===== src/acc_pkg.sv =====
// Purpose: Constants and types for the analog comparator control block
// Assumes: Avalon-MM slave, byte-wide registers on aligned 32-bit words
// Notes:   Analog comparison happens outside; this block steers and observes it
//
// Overview of operation
// - Standby-run bit keeps comparator active in standby
// - No flag set or status update while clock stopped
// - Pad enable drives comparator output to pin
// - Edge select: both, falling or rising edges
// - Low-power bit selects reduced-current comparator mode
// - Hysteresis field selects none, small, medium, large
// - Enable bit turns the comparator on
// - Invert bit inverts output for all consumers
// - Positive field routes positive pin 0 to 3
// - Negative field routes pins 0-2 or reference
// - Reference level scales reference, resets to ff
// - Interrupt enable bit gates comparator interrupt
// - Status state bit is synchronized output, three-cycle lag
// - Flag cleared by writing one, zero ignored
// - Matching output transition sets the interrupt flag
// - Request active while flag and enable set
// - Raw output high when positive exceeds negative
// - Power-down disables comparator and pad output
package acc_pkg;

    // ----------------------------------------
    // Register offsets (byte addresses)
    // ----------------------------------------
    localparam logic [4:0] OFS_CONTROL   = 5'h00;
    localparam logic [4:0] OFS_INPUT_SEL = 5'h08;
    localparam logic [4:0] OFS_REF_LEVEL = 5'h10;
    localparam logic [4:0] OFS_INT_EN    = 5'h18;
    localparam logic [4:0] OFS_FLAGS     = 5'h1c;
    localparam logic [4:0] OFS_SLEEP     = 5'h04;

    // ----------------------------------------
    // Field positions
    // ----------------------------------------
    localparam int BIT_STANDBY_RUN = 7;
    localparam int BIT_PAD_EN      = 6;
    localparam int BIT_EDGE_HI     = 5;
    localparam int BIT_EDGE_LO     = 4;
    localparam int BIT_LOW_POWER   = 3;
    localparam int BIT_HYST_HI     = 2;
    localparam int BIT_HYST_LO     = 1;
    localparam int BIT_ENABLE      = 0;
    localparam int BIT_INVERT      = 7;
    localparam int BIT_POS_HI      = 4;
    localparam int BIT_POS_LO      = 3;
    localparam int BIT_NEG_HI      = 1;
    localparam int BIT_NEG_LO      = 0;
    localparam int BIT_CMP         = 0;
    localparam int BIT_STATE       = 4;

    // ----------------------------------------
    // Reset values
    // ----------------------------------------
    localparam logic [7:0] RST_CONTROL   = 8'h00;
    localparam logic [7:0] RST_INPUT_SEL = 8'h00;
    localparam logic [7:0] RST_REF_LEVEL = 8'hff;
    localparam logic [7:0] RST_INT_EN    = 8'h00;
    localparam logic [1:0] RST_SLEEP     = 2'h0;

    // ----------------------------------------
    // Encodings
    // ----------------------------------------
    localparam logic [1:0] EDGE_ANY     = 2'h0;
    localparam logic [1:0] EDGE_FALLING = 2'h2;
    localparam logic [1:0] EDGE_RISING  = 2'h3;
    localparam logic [1:0] NEG_INTERNAL = 2'h3;

    typedef enum logic [1:0] {
        ACC_SLEEP_ACTIVE,
        ACC_SLEEP_IDLE,
        ACC_SLEEP_STANDBY,
        ACC_SLEEP_POWERDOWN
    } acc_sleep_t;

    // Analog front-end controls
    typedef struct packed {
        logic       enable;
        logic       low_power_select;
        logic [1:0] hysteresis_select;
        logic [1:0] positive_input_select;
        logic [1:0] negative_input_select;
        logic [7:0] internal_reference_level;
    } acc_analog_t;

endpackage : acc_pkg


===== src/acc_top.sv =====
// Purpose: Control and status logic around an analog comparator
// Assumes: core_clk 25 MHz, rst_b asynchronous active low
// Notes:   One-cycle waitrequest on every access
`timescale 1ns/10ps
module acc_top (
    input  wire logic                 core_clk,
    input  wire logic                 rst_b,
    input  wire logic [4:0]           avs_address,
    input  wire logic                 avs_read,
    input  wire logic                 avs_write,
    input  wire logic [31:0]          avs_writedata,
    input  wire logic [3:0]           avs_byteenable,
    output logic      [31:0]          avs_readdata,
    output logic                      avs_waitrequest,
    output logic      [1:0]           avs_response,
    input  wire logic                 cmp_raw,
    output acc_pkg::acc_analog_t      analog_ctrl_ff,
    output logic                      pad_out,
    output logic                      pad_oe,
    output logic                      cmp_event,
    output logic                      irq
);

    // ----------------------------------------
    // Registers
    // ----------------------------------------
    logic [7:0]  control_ff;
    logic [7:0]  input_sel_ff;
    logic [7:0]  ref_level_ff;
    logic [7:0]  int_en_ff;
    logic [1:0]  sleep_ff;
    logic        flag_ff;
    logic        sync1_ff;
    logic        sync2_ff;
    logic        state_ff;
    logic        prev_ff;
    logic        served_ff;
    logic        waitreq_ff;
    logic        pad_out_ff;
    logic        pad_oe_ff;
    logic        event_ff;
    logic        irq_ff;
    logic [31:0] rdata_ff;
    logic [1:0]  resp_ff;

    logic        access;
    logic        wr_go;
    logic        rd_go;
    logic        clk_running;
    logic        active;
    logic        cmp_now;
    logic        edge_hit;
    logic        clr_flag;
    logic [7:0]  nxt_rdata;
    logic        nxt_ok;

    function automatic logic [7:0] merge(input logic [7:0] old, input logic [31:0] d, input logic be);
        merge = be ? d[7:0] : old;
    endfunction : merge

    // ----------------------------------------
    // Bus handshake
    // ----------------------------------------
    assign access = avs_read | avs_write;
    assign wr_go  = avs_write & served_ff;
    assign rd_go  = avs_read & served_ff;

    always_ff @(posedge core_clk or negedge rst_b) begin
        if (!rst_b) begin
            served_ff  <= 1'b0;
            waitreq_ff <= 1'b1;
        end else begin
            served_ff  <= access & ~served_ff;
            waitreq_ff <= ~(access & ~served_ff);
        end
    end

    assign avs_waitrequest = waitreq_ff;
    assign avs_readdata    = rdata_ff;
    assign avs_response    = resp_ff;

    // ----------------------------------------
    // Control registers
    // ----------------------------------------
    always_ff @(posedge core_clk or negedge rst_b) begin
        if (!rst_b) begin
            control_ff   <= acc_pkg::RST_CONTROL;
            input_sel_ff <= acc_pkg::RST_INPUT_SEL;
            ref_level_ff <= acc_pkg::RST_REF_LEVEL;
            int_en_ff    <= acc_pkg::RST_INT_EN;
            sleep_ff     <= acc_pkg::RST_SLEEP;
        end else if (wr_go) begin
            unique case (avs_address)
                acc_pkg::OFS_CONTROL:   control_ff   <= merge(control_ff, avs_writedata, avs_byteenable[0]);
                acc_pkg::OFS_INPUT_SEL: input_sel_ff <= merge(input_sel_ff, avs_writedata, avs_byteenable[0]) & 8'h9b;
                acc_pkg::OFS_REF_LEVEL: ref_level_ff <= merge(ref_level_ff, avs_writedata, avs_byteenable[0]);
                acc_pkg::OFS_INT_EN:    int_en_ff    <= merge(int_en_ff, avs_writedata, avs_byteenable[0]) & 8'h01;
                acc_pkg::OFS_SLEEP: begin
                    if (avs_byteenable[0]) begin
                        sleep_ff <= avs_writedata[1:0];
                    end
                end
                default: ;
            endcase
        end
    end

    // ----------------------------------------
    // Sleep gating
    // ----------------------------------------
    assign clk_running = (sleep_ff == 2'(acc_pkg::ACC_SLEEP_ACTIVE)) ||
                         (sleep_ff == 2'(acc_pkg::ACC_SLEEP_IDLE));
    // Standby keeps comparator only with standby-run; power-down always off
    assign active = control_ff[acc_pkg::BIT_ENABLE] &
                    (clk_running |
                     ((sleep_ff == 2'(acc_pkg::ACC_SLEEP_STANDBY)) &
                      control_ff[acc_pkg::BIT_STANDBY_RUN]));

    // ----------------------------------------
    // Analog front-end controls
    // ----------------------------------------
    always_ff @(posedge core_clk or negedge rst_b) begin
        if (!rst_b) begin
            analog_ctrl_ff <= '0;
        end else begin
            analog_ctrl_ff.enable                   <= active;
            analog_ctrl_ff.low_power_select         <= control_ff[acc_pkg::BIT_LOW_POWER];
            analog_ctrl_ff.hysteresis_select        <= control_ff[acc_pkg::BIT_HYST_HI:acc_pkg::BIT_HYST_LO];
            analog_ctrl_ff.positive_input_select    <= input_sel_ff[acc_pkg::BIT_POS_HI:acc_pkg::BIT_POS_LO];
            analog_ctrl_ff.negative_input_select    <= input_sel_ff[acc_pkg::BIT_NEG_HI:acc_pkg::BIT_NEG_LO];
            analog_ctrl_ff.internal_reference_level <= ref_level_ff;
        end
    end

    // ----------------------------------------
    // Output path (raw high when positive above negative)
    // ----------------------------------------
    always_ff @(posedge core_clk or negedge rst_b) begin
        if (!rst_b) begin
            pad_out_ff <= 1'b0;
            pad_oe_ff  <= 1'b0;
            event_ff   <= 1'b0;
        end else begin
            pad_out_ff <= (sync2_ff ^ input_sel_ff[acc_pkg::BIT_INVERT]) & active;
            pad_oe_ff  <= control_ff[acc_pkg::BIT_PAD_EN] & active;
            event_ff   <= (sync2_ff ^ input_sel_ff[acc_pkg::BIT_INVERT]) & active;
        end
    end

    assign pad_out   = pad_out_ff;
    assign pad_oe    = pad_oe_ff;
    assign cmp_event = event_ff;

    // ----------------------------------------
    // Synchronizer and state
    // ----------------------------------------
    always_ff @(posedge core_clk or negedge rst_b) begin
        if (!rst_b) begin
            sync1_ff <= 1'b0;
            sync2_ff <= 1'b0;
        end else begin
            sync1_ff <= cmp_raw;
            sync2_ff <= sync1_ff;
        end
    end

    assign cmp_now = (sync2_ff ^ input_sel_ff[acc_pkg::BIT_INVERT]) & active;

    always_ff @(posedge core_clk or negedge rst_b) begin
        if (!rst_b) begin
            state_ff <= 1'b0;
            prev_ff  <= 1'b0;
        end else if (clk_running) begin
            state_ff <= cmp_now;
            prev_ff  <= cmp_now;
        end
    end

    // ----------------------------------------
    // Edge detect and interrupt flag
    // ----------------------------------------
    always_comb begin
        unique case (control_ff[acc_pkg::BIT_EDGE_HI:acc_pkg::BIT_EDGE_LO])
            acc_pkg::EDGE_ANY:     edge_hit = cmp_now ^ prev_ff;
            acc_pkg::EDGE_FALLING: edge_hit = ~cmp_now & prev_ff;
            acc_pkg::EDGE_RISING:  edge_hit = cmp_now & ~prev_ff;
            default:               edge_hit = 1'b0;
        endcase
    end

    assign clr_flag = wr_go && (avs_address == acc_pkg::OFS_FLAGS) && avs_byteenable[0] &&
                      avs_writedata[acc_pkg::BIT_CMP];

    always_ff @(posedge core_clk or negedge rst_b) begin
        if (!rst_b) begin
            flag_ff <= 1'b0;
        end else if (clk_running && edge_hit) begin
            flag_ff <= 1'b1;
        end else if (clr_flag) begin
            flag_ff <= 1'b0;
        end
    end

    always_ff @(posedge core_clk or negedge rst_b) begin
        if (!rst_b) begin
            irq_ff <= 1'b0;
        end else begin
            irq_ff <= flag_ff & int_en_ff[acc_pkg::BIT_CMP];
        end
    end

    assign irq = irq_ff;

    // ----------------------------------------
    // Read data
    // ----------------------------------------
    always_comb begin
        nxt_rdata = 8'h00;
        nxt_ok    = 1'b1;
        unique case (avs_address)
            acc_pkg::OFS_CONTROL:   nxt_rdata = control_ff;
            acc_pkg::OFS_INPUT_SEL: nxt_rdata = input_sel_ff;
            acc_pkg::OFS_REF_LEVEL: nxt_rdata = ref_level_ff;
            acc_pkg::OFS_INT_EN:    nxt_rdata = int_en_ff;
            acc_pkg::OFS_SLEEP:     nxt_rdata = {6'h00, sleep_ff};
            acc_pkg::OFS_FLAGS: begin
                nxt_rdata[acc_pkg::BIT_STATE] = state_ff;
                nxt_rdata[acc_pkg::BIT_CMP]   = flag_ff;
            end
            default:                nxt_ok    = 1'b0;
        endcase
    end

    always_ff @(posedge core_clk or negedge rst_b) begin
        if (!rst_b) begin
            rdata_ff <= 32'h0000_0000;
            resp_ff  <= 2'h0;
        end else if (access & ~served_ff) begin
            rdata_ff <= avs_read ? {24'h000000, nxt_rdata} : 32'h0000_0000;
            resp_ff  <= nxt_ok ? 2'h0 : 2'h2;
        end
    end

endmodule : acc_top


===== config.mk =====
export PLATFORM = sky130hd
export DESIGN_NAME = acc_top
export DESIGN_NICKNAME = d
export VERILOG_FILES = /design/src/acc_pkg.sv /design/src/acc_top.sv
export SDC_FILE = /design/constraint.sdc
export NUM_CORES = 1
export LEC_CHECK = 0
export ABC_AREA = 1
export BUFFER_PORTS_ARGS = -buffer_cell sky130_fd_sc_hd__buf_4
export CAP_MARGIN = 5
export CORE_MARGIN = 4
export CORE_UTILIZATION = 48
export CTS_CLUSTER_SIZE = 14
export DETAILED_ROUTE_END_ITERATION = 8
export PLACE_DENSITY = 0.79
export SETUP_SLACK_MARGIN = 0.4
export SYNTH_ARGS = -nofsm -noshare
export SYNTH_HDL_FRONTEND = slang
export SYNTH_SLANG_ARGS = --single-unit
export TNS_END_PERCENT = 20

===== constraint.sdc =====
create_clock -name core_clk -period 1.65 [get_ports core_clk]
set_input_delay 0.2475 -clock core_clk [delete_from_list [all_inputs] [get_ports core_clk]]
set_output_delay 0.2475 -clock core_clk [all_outputs]
set_load 0.005 [all_outputs]

==> flow_summary.rst, run 1 <==
.. list-table::
   :header-rows: 1

   * - Metric
     - Value
   * - Status
     - completed
   * - Area overhead of the layout relative to synthesis
     - 23.6%
   * - Async set-or-reset flop fraction in the synthesized netlist
     - 1.00
   * - First-pass iteration count of the detailed router
     - 4
   * - Final worst setup slack
     - 181 ps
   * - Placed instance count
     - 382
   * - Global placer's final weighted congestion
     - 0.810
   * - Setup TNS
     - 0 ps
   * - GRT Util Overall
     - 0.172
   * - Sequential element share of the synthesized area
     - 0.564
   * - Unrepaired setup endpoints after global routing
     - true
   * - Library cell with the highest instance count after synthesis
     - nand2_1
   * - CTS tree
     - built
   * - Wire per inst
     - 13.1 um
   * - Hold Path Class
     - primary input to register
   * - Count of cells along the worst register-to-register path
     - 9
   * - Post-Route Skew
     - 8.05 ps
   * - Average vias per placed instance
     - 4.59
   * - PwrDens
     - 1060 nW/um^2
   * - Clock buffer count from CTS
     - 9
   * - I/O Buffers
     - 48
   * - Worst max-slew margin expressed relative to the limit
     - 0.538
   * - Via total after detailed routing
     - 1,848
   * - DP HPWL
     - 3890 um
   * - Post-synthesis register bit count
     - 58
   * - Count of unresolved DRC violations after routing
     - 0
   * - Width of the die
     - 81.5 um
   * - Post-Syn Instances
     - 269
   * - Leakage component of the power
     - 1.69 nW
   * - Hold Worst Slack
     - 24.7 ps
   * - Pre-CTS WS
     - ~130 ps
   * - WL final
     - roughly 5300 um
   * - Final non-filler cell total
     - a little over 400
   * - Hold Fails Final Rpt
     - 0
   * - Vias in the first global route
     - roughly 1,900
   * - Main synth FF type
     - dfrtp_1
   * - Reg-to-reg endpoint
     - flag_ff
   * - Iteration-0 DRC Markers
     - roughly 120
   * - Total clock sinks
     - 58
   * - Main area contributors after synthesis
     - dfrtp_1 47%, nand2_1 11%, dfstp_2 9.1%, buf_4 7.5%, o21ai_1 3.3%
   * - Pin count of the biggest net entering global routing
     - 59
   * - Slew at the pin with the worst max-slew slack
     - 693 ps
   * - Worst min-delay path startpoint
     - cmp_raw
   * - Reg2reg setup slack
     - between 150 and 200 ps
   * - Top cells by count, synth
     - 75 x nand2_1, 49 x dfrtp_1, 26 x buf_4
   * - Highest clock frequency the design can meet
     - just under 0.7 GHz
   * - Max Cap Viol
     - 0
   * - Count of antenna diodes in the layout
     - 0
   * - Root buf cell
     - clkbuf_8
   * - Clock transition at the registers of the reported paths
     - about 60 ps
   * - Overflow left after global routing
     - 0
   * - Setup-failing EPs final
     - 0
   * - Standard-cell row count
     - 26
   * - Distinct cell type count of the synthesized netlist
     - 33
   * - Crit Reg-Reg Startpoint
     - sleep_ff[0]
   * - Average instance area after synthesis
     - 9.64 sq um
   * - Total of warnings raised by yosys
     - 0
   * - Die height
     - between 80 and 90 um
   * - Hold-critical path depth
     - 1
   * - End point of the most critical hold path
     - sync1_ff
   * - Final critical path time including I/O delays and setup
     - 1470 ps
   * - Initial cell density of the core
     - 0.501
   * - Kind of end point of the critical path
     - register
   * - Category of the most critical setup path
     - register to register
   * - Std-Cell Core Area
     - 5170 sq um
   * - Final period util
     - 0.890
   * - Net count reported at finish
     - 376
   * - Data arrival at the endpoint of the critical path
     - 1720 ps
   * - Number of enable-type register cells in the synthesized netlist
     - 0
   * - VDD IR-drop max
     - 0.000469 V
   * - Layout cell share with drive strength beyond 1
     - 0.336
   * - Area leader, netlist
     - dfrtp_1
   * - Die Footprint
     - 6640 sq um
   * - Data required time at the worst endpoint
     - 1900 ps
   * - Boundary Pins
     - approximately 100
   * - Peak fanout along the critical path
     - 2
   * - Insertion delay to the later sink of the worst-skew pair
     - 330 ps
   * - H-tree Lvls
     - 3
   * - Setup crit start kind
     - register
   * - Number of pins with negative max-slew slack in the final report
     - 0
   * - First-pass GRT wire length
     - 8400 um
   * - Post-Syn Area
     - about 2600 sq um
   * - Post-route antenna net violation count
     - 0
   * - Initial antenna violation count
     - 0
   * - Clock buffer depth
     - 2
   * - Share of the synthesized area in the top cell type
     - 0.473
==> cells by family after synthesis <==
kind of cell | synth area share
AOI/OAI and AO/OA | 0.0946
other | 0.00145
and+or+nand+nor | 0.198
DFF | 0.564
adders and majority gates | 0.00965
buffers and inverters | 0.129
xor gates and xnor gates | 0.00338
==> placed cells by master (no fill, tap or decap), drive strengths merged, types with 5 or more instances in the layout <==
cell type / n
clkbuf: 12
o21ai: 36
inv: 24
nor2: 12
nand4: 8
buf: 55
nand3: 5
dfstp: 9
dfrtp: 49
conb: 25
nand2: 82
==> layout make-up <==
cell class | instances | area, sq um
inverter | 24 | 92.6
multi-input combinational | 179 | 912
timing repair buffer | 56 | 423
tap | 70 | 87.6
sequential | 58 | 1460
clock buffer | 12 | 155
fill | 447 | 1970
clock inverter | 4 | 73.8
==> worst max-delay path by stage <==
stage | startpoint | depth (start not counted) | slack, ps | end
2_1_floorplan | sleep_ff[0] | 9 | 290 | flag_ff
3_3_place_gp | sleep_ff[0] | 9 | 190 | flag_ff
3_5_place_dp | sleep_ff[0] | 9 | 130 | flag_ff
4_1_cts | sleep_ff[0] | 9 | 190 | flag_ff
5_1_grt | sleep_ff[0] | 9 | 90 | flag_ff
6_report | sleep_ff[0] | 9 | 180 | flag_ff
==> report_power, final <==
group	internal, mW	switching [mW]	total (mW)
registers	1.54	0.0615	1.60
clock network	0.933	0.519	1.45
logic	0.151	0.186	0.337
==> routing by layer <==
| metal | GRT usage | up-vias | part of all wire |
|---|---|---|---|
| li1 | - | 929 | - |
| met1 | 0.207 | 846 | 0.42 |
| met2 | 0.283 | 60 | 0.49 |
| met3 | 0.0373 | 13 | 0.059 |
| met4 | 0.0980 | 0 | 0.028 |
| met5 | 0 | - | 0 |
==> worst max-delay path: stages, from the launching register on <==
cell and delay [ps]:
dfrtp_1 400, inv_2 60, nand2_2 50, a21boi_2 180, nand2_2 80, inv_2 80
ha_4 190, o21ai_2 120, o211ai_1 100, o21ai_1 140
==> through the flow <==
stage	utilization	area, sq um	power [mW]
finish	0.620	3210	3.39
global route	0.620	3210	3.54
CTS	0.614	3180	3.41
detailed placement	0.564	2920	1.94
global placement	0.564	2920	1.92
floorplan	-	2690	1.80
==> registers in the layout (all words and copies together) (netlist names) <==
register,cells
analog_ctrl_ff,16
avs_readdata,8
control_ff,8
ref_level_ff,8
input_sel_ff,5
sleep_ff,2
avs_response,1
avs_waitrequest,1
cmp_event,1
flag_ff,1
int_en_ff,1
irq,1
pad_oe,1
prev_ff,1
served_ff,1
sync1_ff,1
sync2_ff,1
==> what timing repair did <==
item                       CTS  global route
hold buffers                 1             0
hold endpoints to repair    49             0
setup endpoints to repair   11             3
resized for setup            1             6
pin swaps                    2             4
buffers inserted             3             1
Note: power is estimated with default switching activity, not from simulation.
==> inputs of run 2 (changes only) <==
--- a/config.mk
+++ b/config.mk
@@ -9,10 +9,10 @@
 export BUFFER_PORTS_ARGS = -buffer_cell sky130_fd_sc_hd__buf_4
 export CAP_MARGIN = 5
 export CORE_MARGIN = 4
-export CORE_UTILIZATION = 48
+export CORE_UTILIZATION = 40
 export CTS_CLUSTER_SIZE = 14
 export DETAILED_ROUTE_END_ITERATION = 8
-export PLACE_DENSITY = 0.79
+export PLACE_DENSITY = 0.68
 export SETUP_SLACK_MARGIN = 0.4
 export SYNTH_ARGS = -nofsm -noshare
 export SYNTH_HDL_FRONTEND = slang
==> flow_summary.rst, run 2 (same netlist as run 1, synthesis figures left out) <==
.. list-table::
   :header-rows: 1

   * - Metric
     - Value
   * - Status
     - completed (unchanged)
   * - Final critical path time including I/O delays and setup
     - 1420 ps (was 1470 ps)
   * - H-tree Lvls
     - 3 (unchanged)
   * - Critical path cell sequence
     - inv_1 -> nand2_1 -> a21boi_2 -> nand2_2 -> buf_4 -> ha_1 -> nor3_2 -> o21ai_1 (was inv_2 -> nand2_2 -> a21boi_2 -> nand2_2 -> inv_2 -> ha_4 -> o21ai_2 -> o211ai_1 -> o21ai_1)
   * - Clock transition at the registers of the reported paths
     - 60 ps (about the same)
   * - Commonest cells after routing, fill and taps aside
     - 73 x nand2_1, 62 x buf_4, 49 x dfrtp_1, 25 x conb_1, 21 x inv_1 (was 73 x nand2_1, 55 x buf_4, 49 x dfrtp_1, 25 x conb_1, 20 x inv_1)
   * - Die height
     - 88.5 um (was 81.5 um)
   * - Std-Cell Core Area
     - 6310 sq um (was 5170 sq um)
   * - Highest clock frequency the design can meet
     - 0.702 GHz (was 0.681 GHz)
   * - Count of antenna diodes in the layout
     - 0 (unchanged)
   * - I/O Buffers
     - 48 (unchanged)
   * - GRT Util Overall
     - 0.151 (was 0.172)
   * - Final period util
     - 0.863 (was 0.890)
   * - Category of the most critical setup path
     - register to register (unchanged)
   * - Post-Route Skew
     - 9.01 ps (was 8.05 ps)
   * - Via total after detailed routing
     - 1,926 (was 1,848)
   * - Clock buffer depth
     - 2 (unchanged)
   * - Max Cap Viol
     - 0 (unchanged)
   * - Post-route antenna net violation count
     - 0 (unchanged)
   * - Overflow left after global routing
     - 0 (unchanged)
   * - CTS tree
     - built (unchanged)
   * - Unrepaired setup endpoints after global routing
     - true (unchanged)
   * - Post-layout power
     - 3.58 mW (was 3.39 mW)
   * - Highest cell delay on the worst timing path
     - 390 ps (was 400 ps)
   * - VDD IR-drop max
     - 0.000668 V (was 0.000469 V)
   * - Hold Fails Final Rpt
     - 0 (unchanged)
   * - PwrDens
     - 1080 nW/um^2 (was 1060 nW/um^2)
   * - Count of unresolved DRC violations after routing
     - 0 (unchanged)
   * - Standard-cell row count
     - 29 (was 26)
   * - Initial cell density of the core
     - 0.411 (was 0.501)
   * - Most frequent standard cell in the layout excluding fill and tap cells
     - nand2_1 (unchanged)
   * - Largest reg by FF count
     - analog_ctrl_ff (unchanged)
   * - Initial antenna violation count
     - 0 (unchanged)
   * - Data required time at the worst endpoint
     - 1860 ps (was 1900 ps)
   * - WL final
     - 5390 um (was 5260 um)
   * - Area overhead of the layout relative to synthesis
     - 27.3% (was 23.6%)
   * - Average vias per placed instance
     - 4.62 (was 4.59)
   * - Peak fanout along the critical path
     - 2 (unchanged)
   * - Iteration-0 DRC Markers
     - 135 (was 124)
   * - Critical path's slowest cell
     - dfrtp_1 (unchanged)
   * - Clock buffer count from CTS
     - 9 (unchanged)
   * - Hold Path Class
     - primary input to register (unchanged)
   * - Setup-failing EPs final
     - 0 (unchanged)
   * - First-pass GRT wire length
     - 8800 um (was 8400 um)
   * - Net count reported at finish
     - 383 (was 376)
   * - Data arrival at the endpoint of the critical path
     - 1640 ps (was 1720 ps)
   * - Leakage component of the power
     - 1.74 nW (was 1.69 nW)
   * - Pin count of the biggest net entering global routing
     - 31 (was 59)
   * - Number of pins with negative max-slew slack in the final report
     - 0 (unchanged)
   * - Die Footprint
     - 7840 sq um (was 6640 sq um)
   * - Total clock sinks
     - 58 (unchanged)
   * - Root buf cell
     - clkbuf_8 (unchanged)
   * - Width of the die
     - 88.5 um (was 81.5 um)
   * - Vias in the first global route
     - 1,827 (was 1,852)
   * - Boundary Pins
     - 101 (unchanged)
   * - Kind of end point of the critical path
     - register (unchanged)
   * - DP HPWL
     - 3910 um (was 3890 um)
   * - Global placer's final weighted congestion
     - 0.911 (was 0.810)
   * - Setup crit start kind
     - register (unchanged)
   * - Max reg flops
     - 16 (unchanged)
   * - Setup TNS
     - 0 ps (unchanged)
   * - Fillers
     - 590 (was 447)
   * - Layout cell share with drive strength beyond 1
     - 0.353 (was 0.336)
   * - First-pass iteration count of the detailed router
     - 4 (unchanged)
   * - Insertion delay to the later sink of the worst-skew pair
     - 330 ps (about the same)
   * - Wire per inst
     - 12.9 um (was 13.1 um)
==> run 2: power breakdown <==
part,internal (mW),switching (mW)
clock network,1.08,0.551
registers,1.54,0.0618
logic,0.164,0.189
total,2.78,0.802
==> run 2: cell type report <==
cell class | count | area (sq um) | share of cell area
Timing Repair Buffer | 63 | 475 | 0.144
Sequential cell | 58 | 1460 | 0.443
Clock buffer | 11 | 151 | 0.0459
Clock inverter | 5 | 100 | 0.0303
Inverter | 24 | 92.6 | 0.0280
Multi-Input combinational cell | 179 | 923 | 0.280
Tap cell | 77 | 96.3 | 0.0292
==> run 2: repair_timing <==
item / in CTS / in global routing
setup buffers: 7 / 1
setup endpoints to repair: 18 / 11
endpoints found under the hold margin: 23 / 0
hold buffers: 1 / 0
pin swaps: 4 / 5
gates resized for setup: 4 / 4
==> run 2: per-layer routing <==
layer  vias to the layer above  wire [um]  GRT usage
met5                         -          0          0
met4                         0        134     0.0783
met3                        16        400     0.0382
met2                        77       2450      0.229
met1                       891       2410      0.199
li1                        942          -          -
==> run 2: final timing paths <==
check	start	to	slack (ps)	cells past startpoint
max	sleep_ff[0]	flag_ff	230	8
max reg2reg	sleep_ff[0]	flag_ff	230	8
min reg2reg	sync1_ff	sync2_ff	360	0
max in group asynchronous	rst_b	ref_level_ff[2]	660	3
min in group asynchronous	rst_b	analog_ctrl_ff[3]	370	2
min	cmp_raw	sync1_ff	20	1
==> run 2: metrics by stage <==
stage	setup slack [ps]	instance area, sq um	hold WS [ps]	cells	utilization
floorplan	287	2690	-48.1	293	-
global placement	138	2950	195	392	0.467
detailed placement	80.5	2950	200	392	0.467
CTS	228	3280	10.2	416	0.519
global route	105	3300	8.66	417	0.523
finish	226	3300	21.2	417	0.523
==> run 2: worst max-delay path: cells and delay by family (launching register included) <==
family / cells / cell delay [ps]
DFF: 1 / 390
AOI/OAI and AO/OA: 2 / 260
and+or+nand+nor: 3 / 270
adders and majority gates: 1 / 180
buffers and inverters: 2 / 190
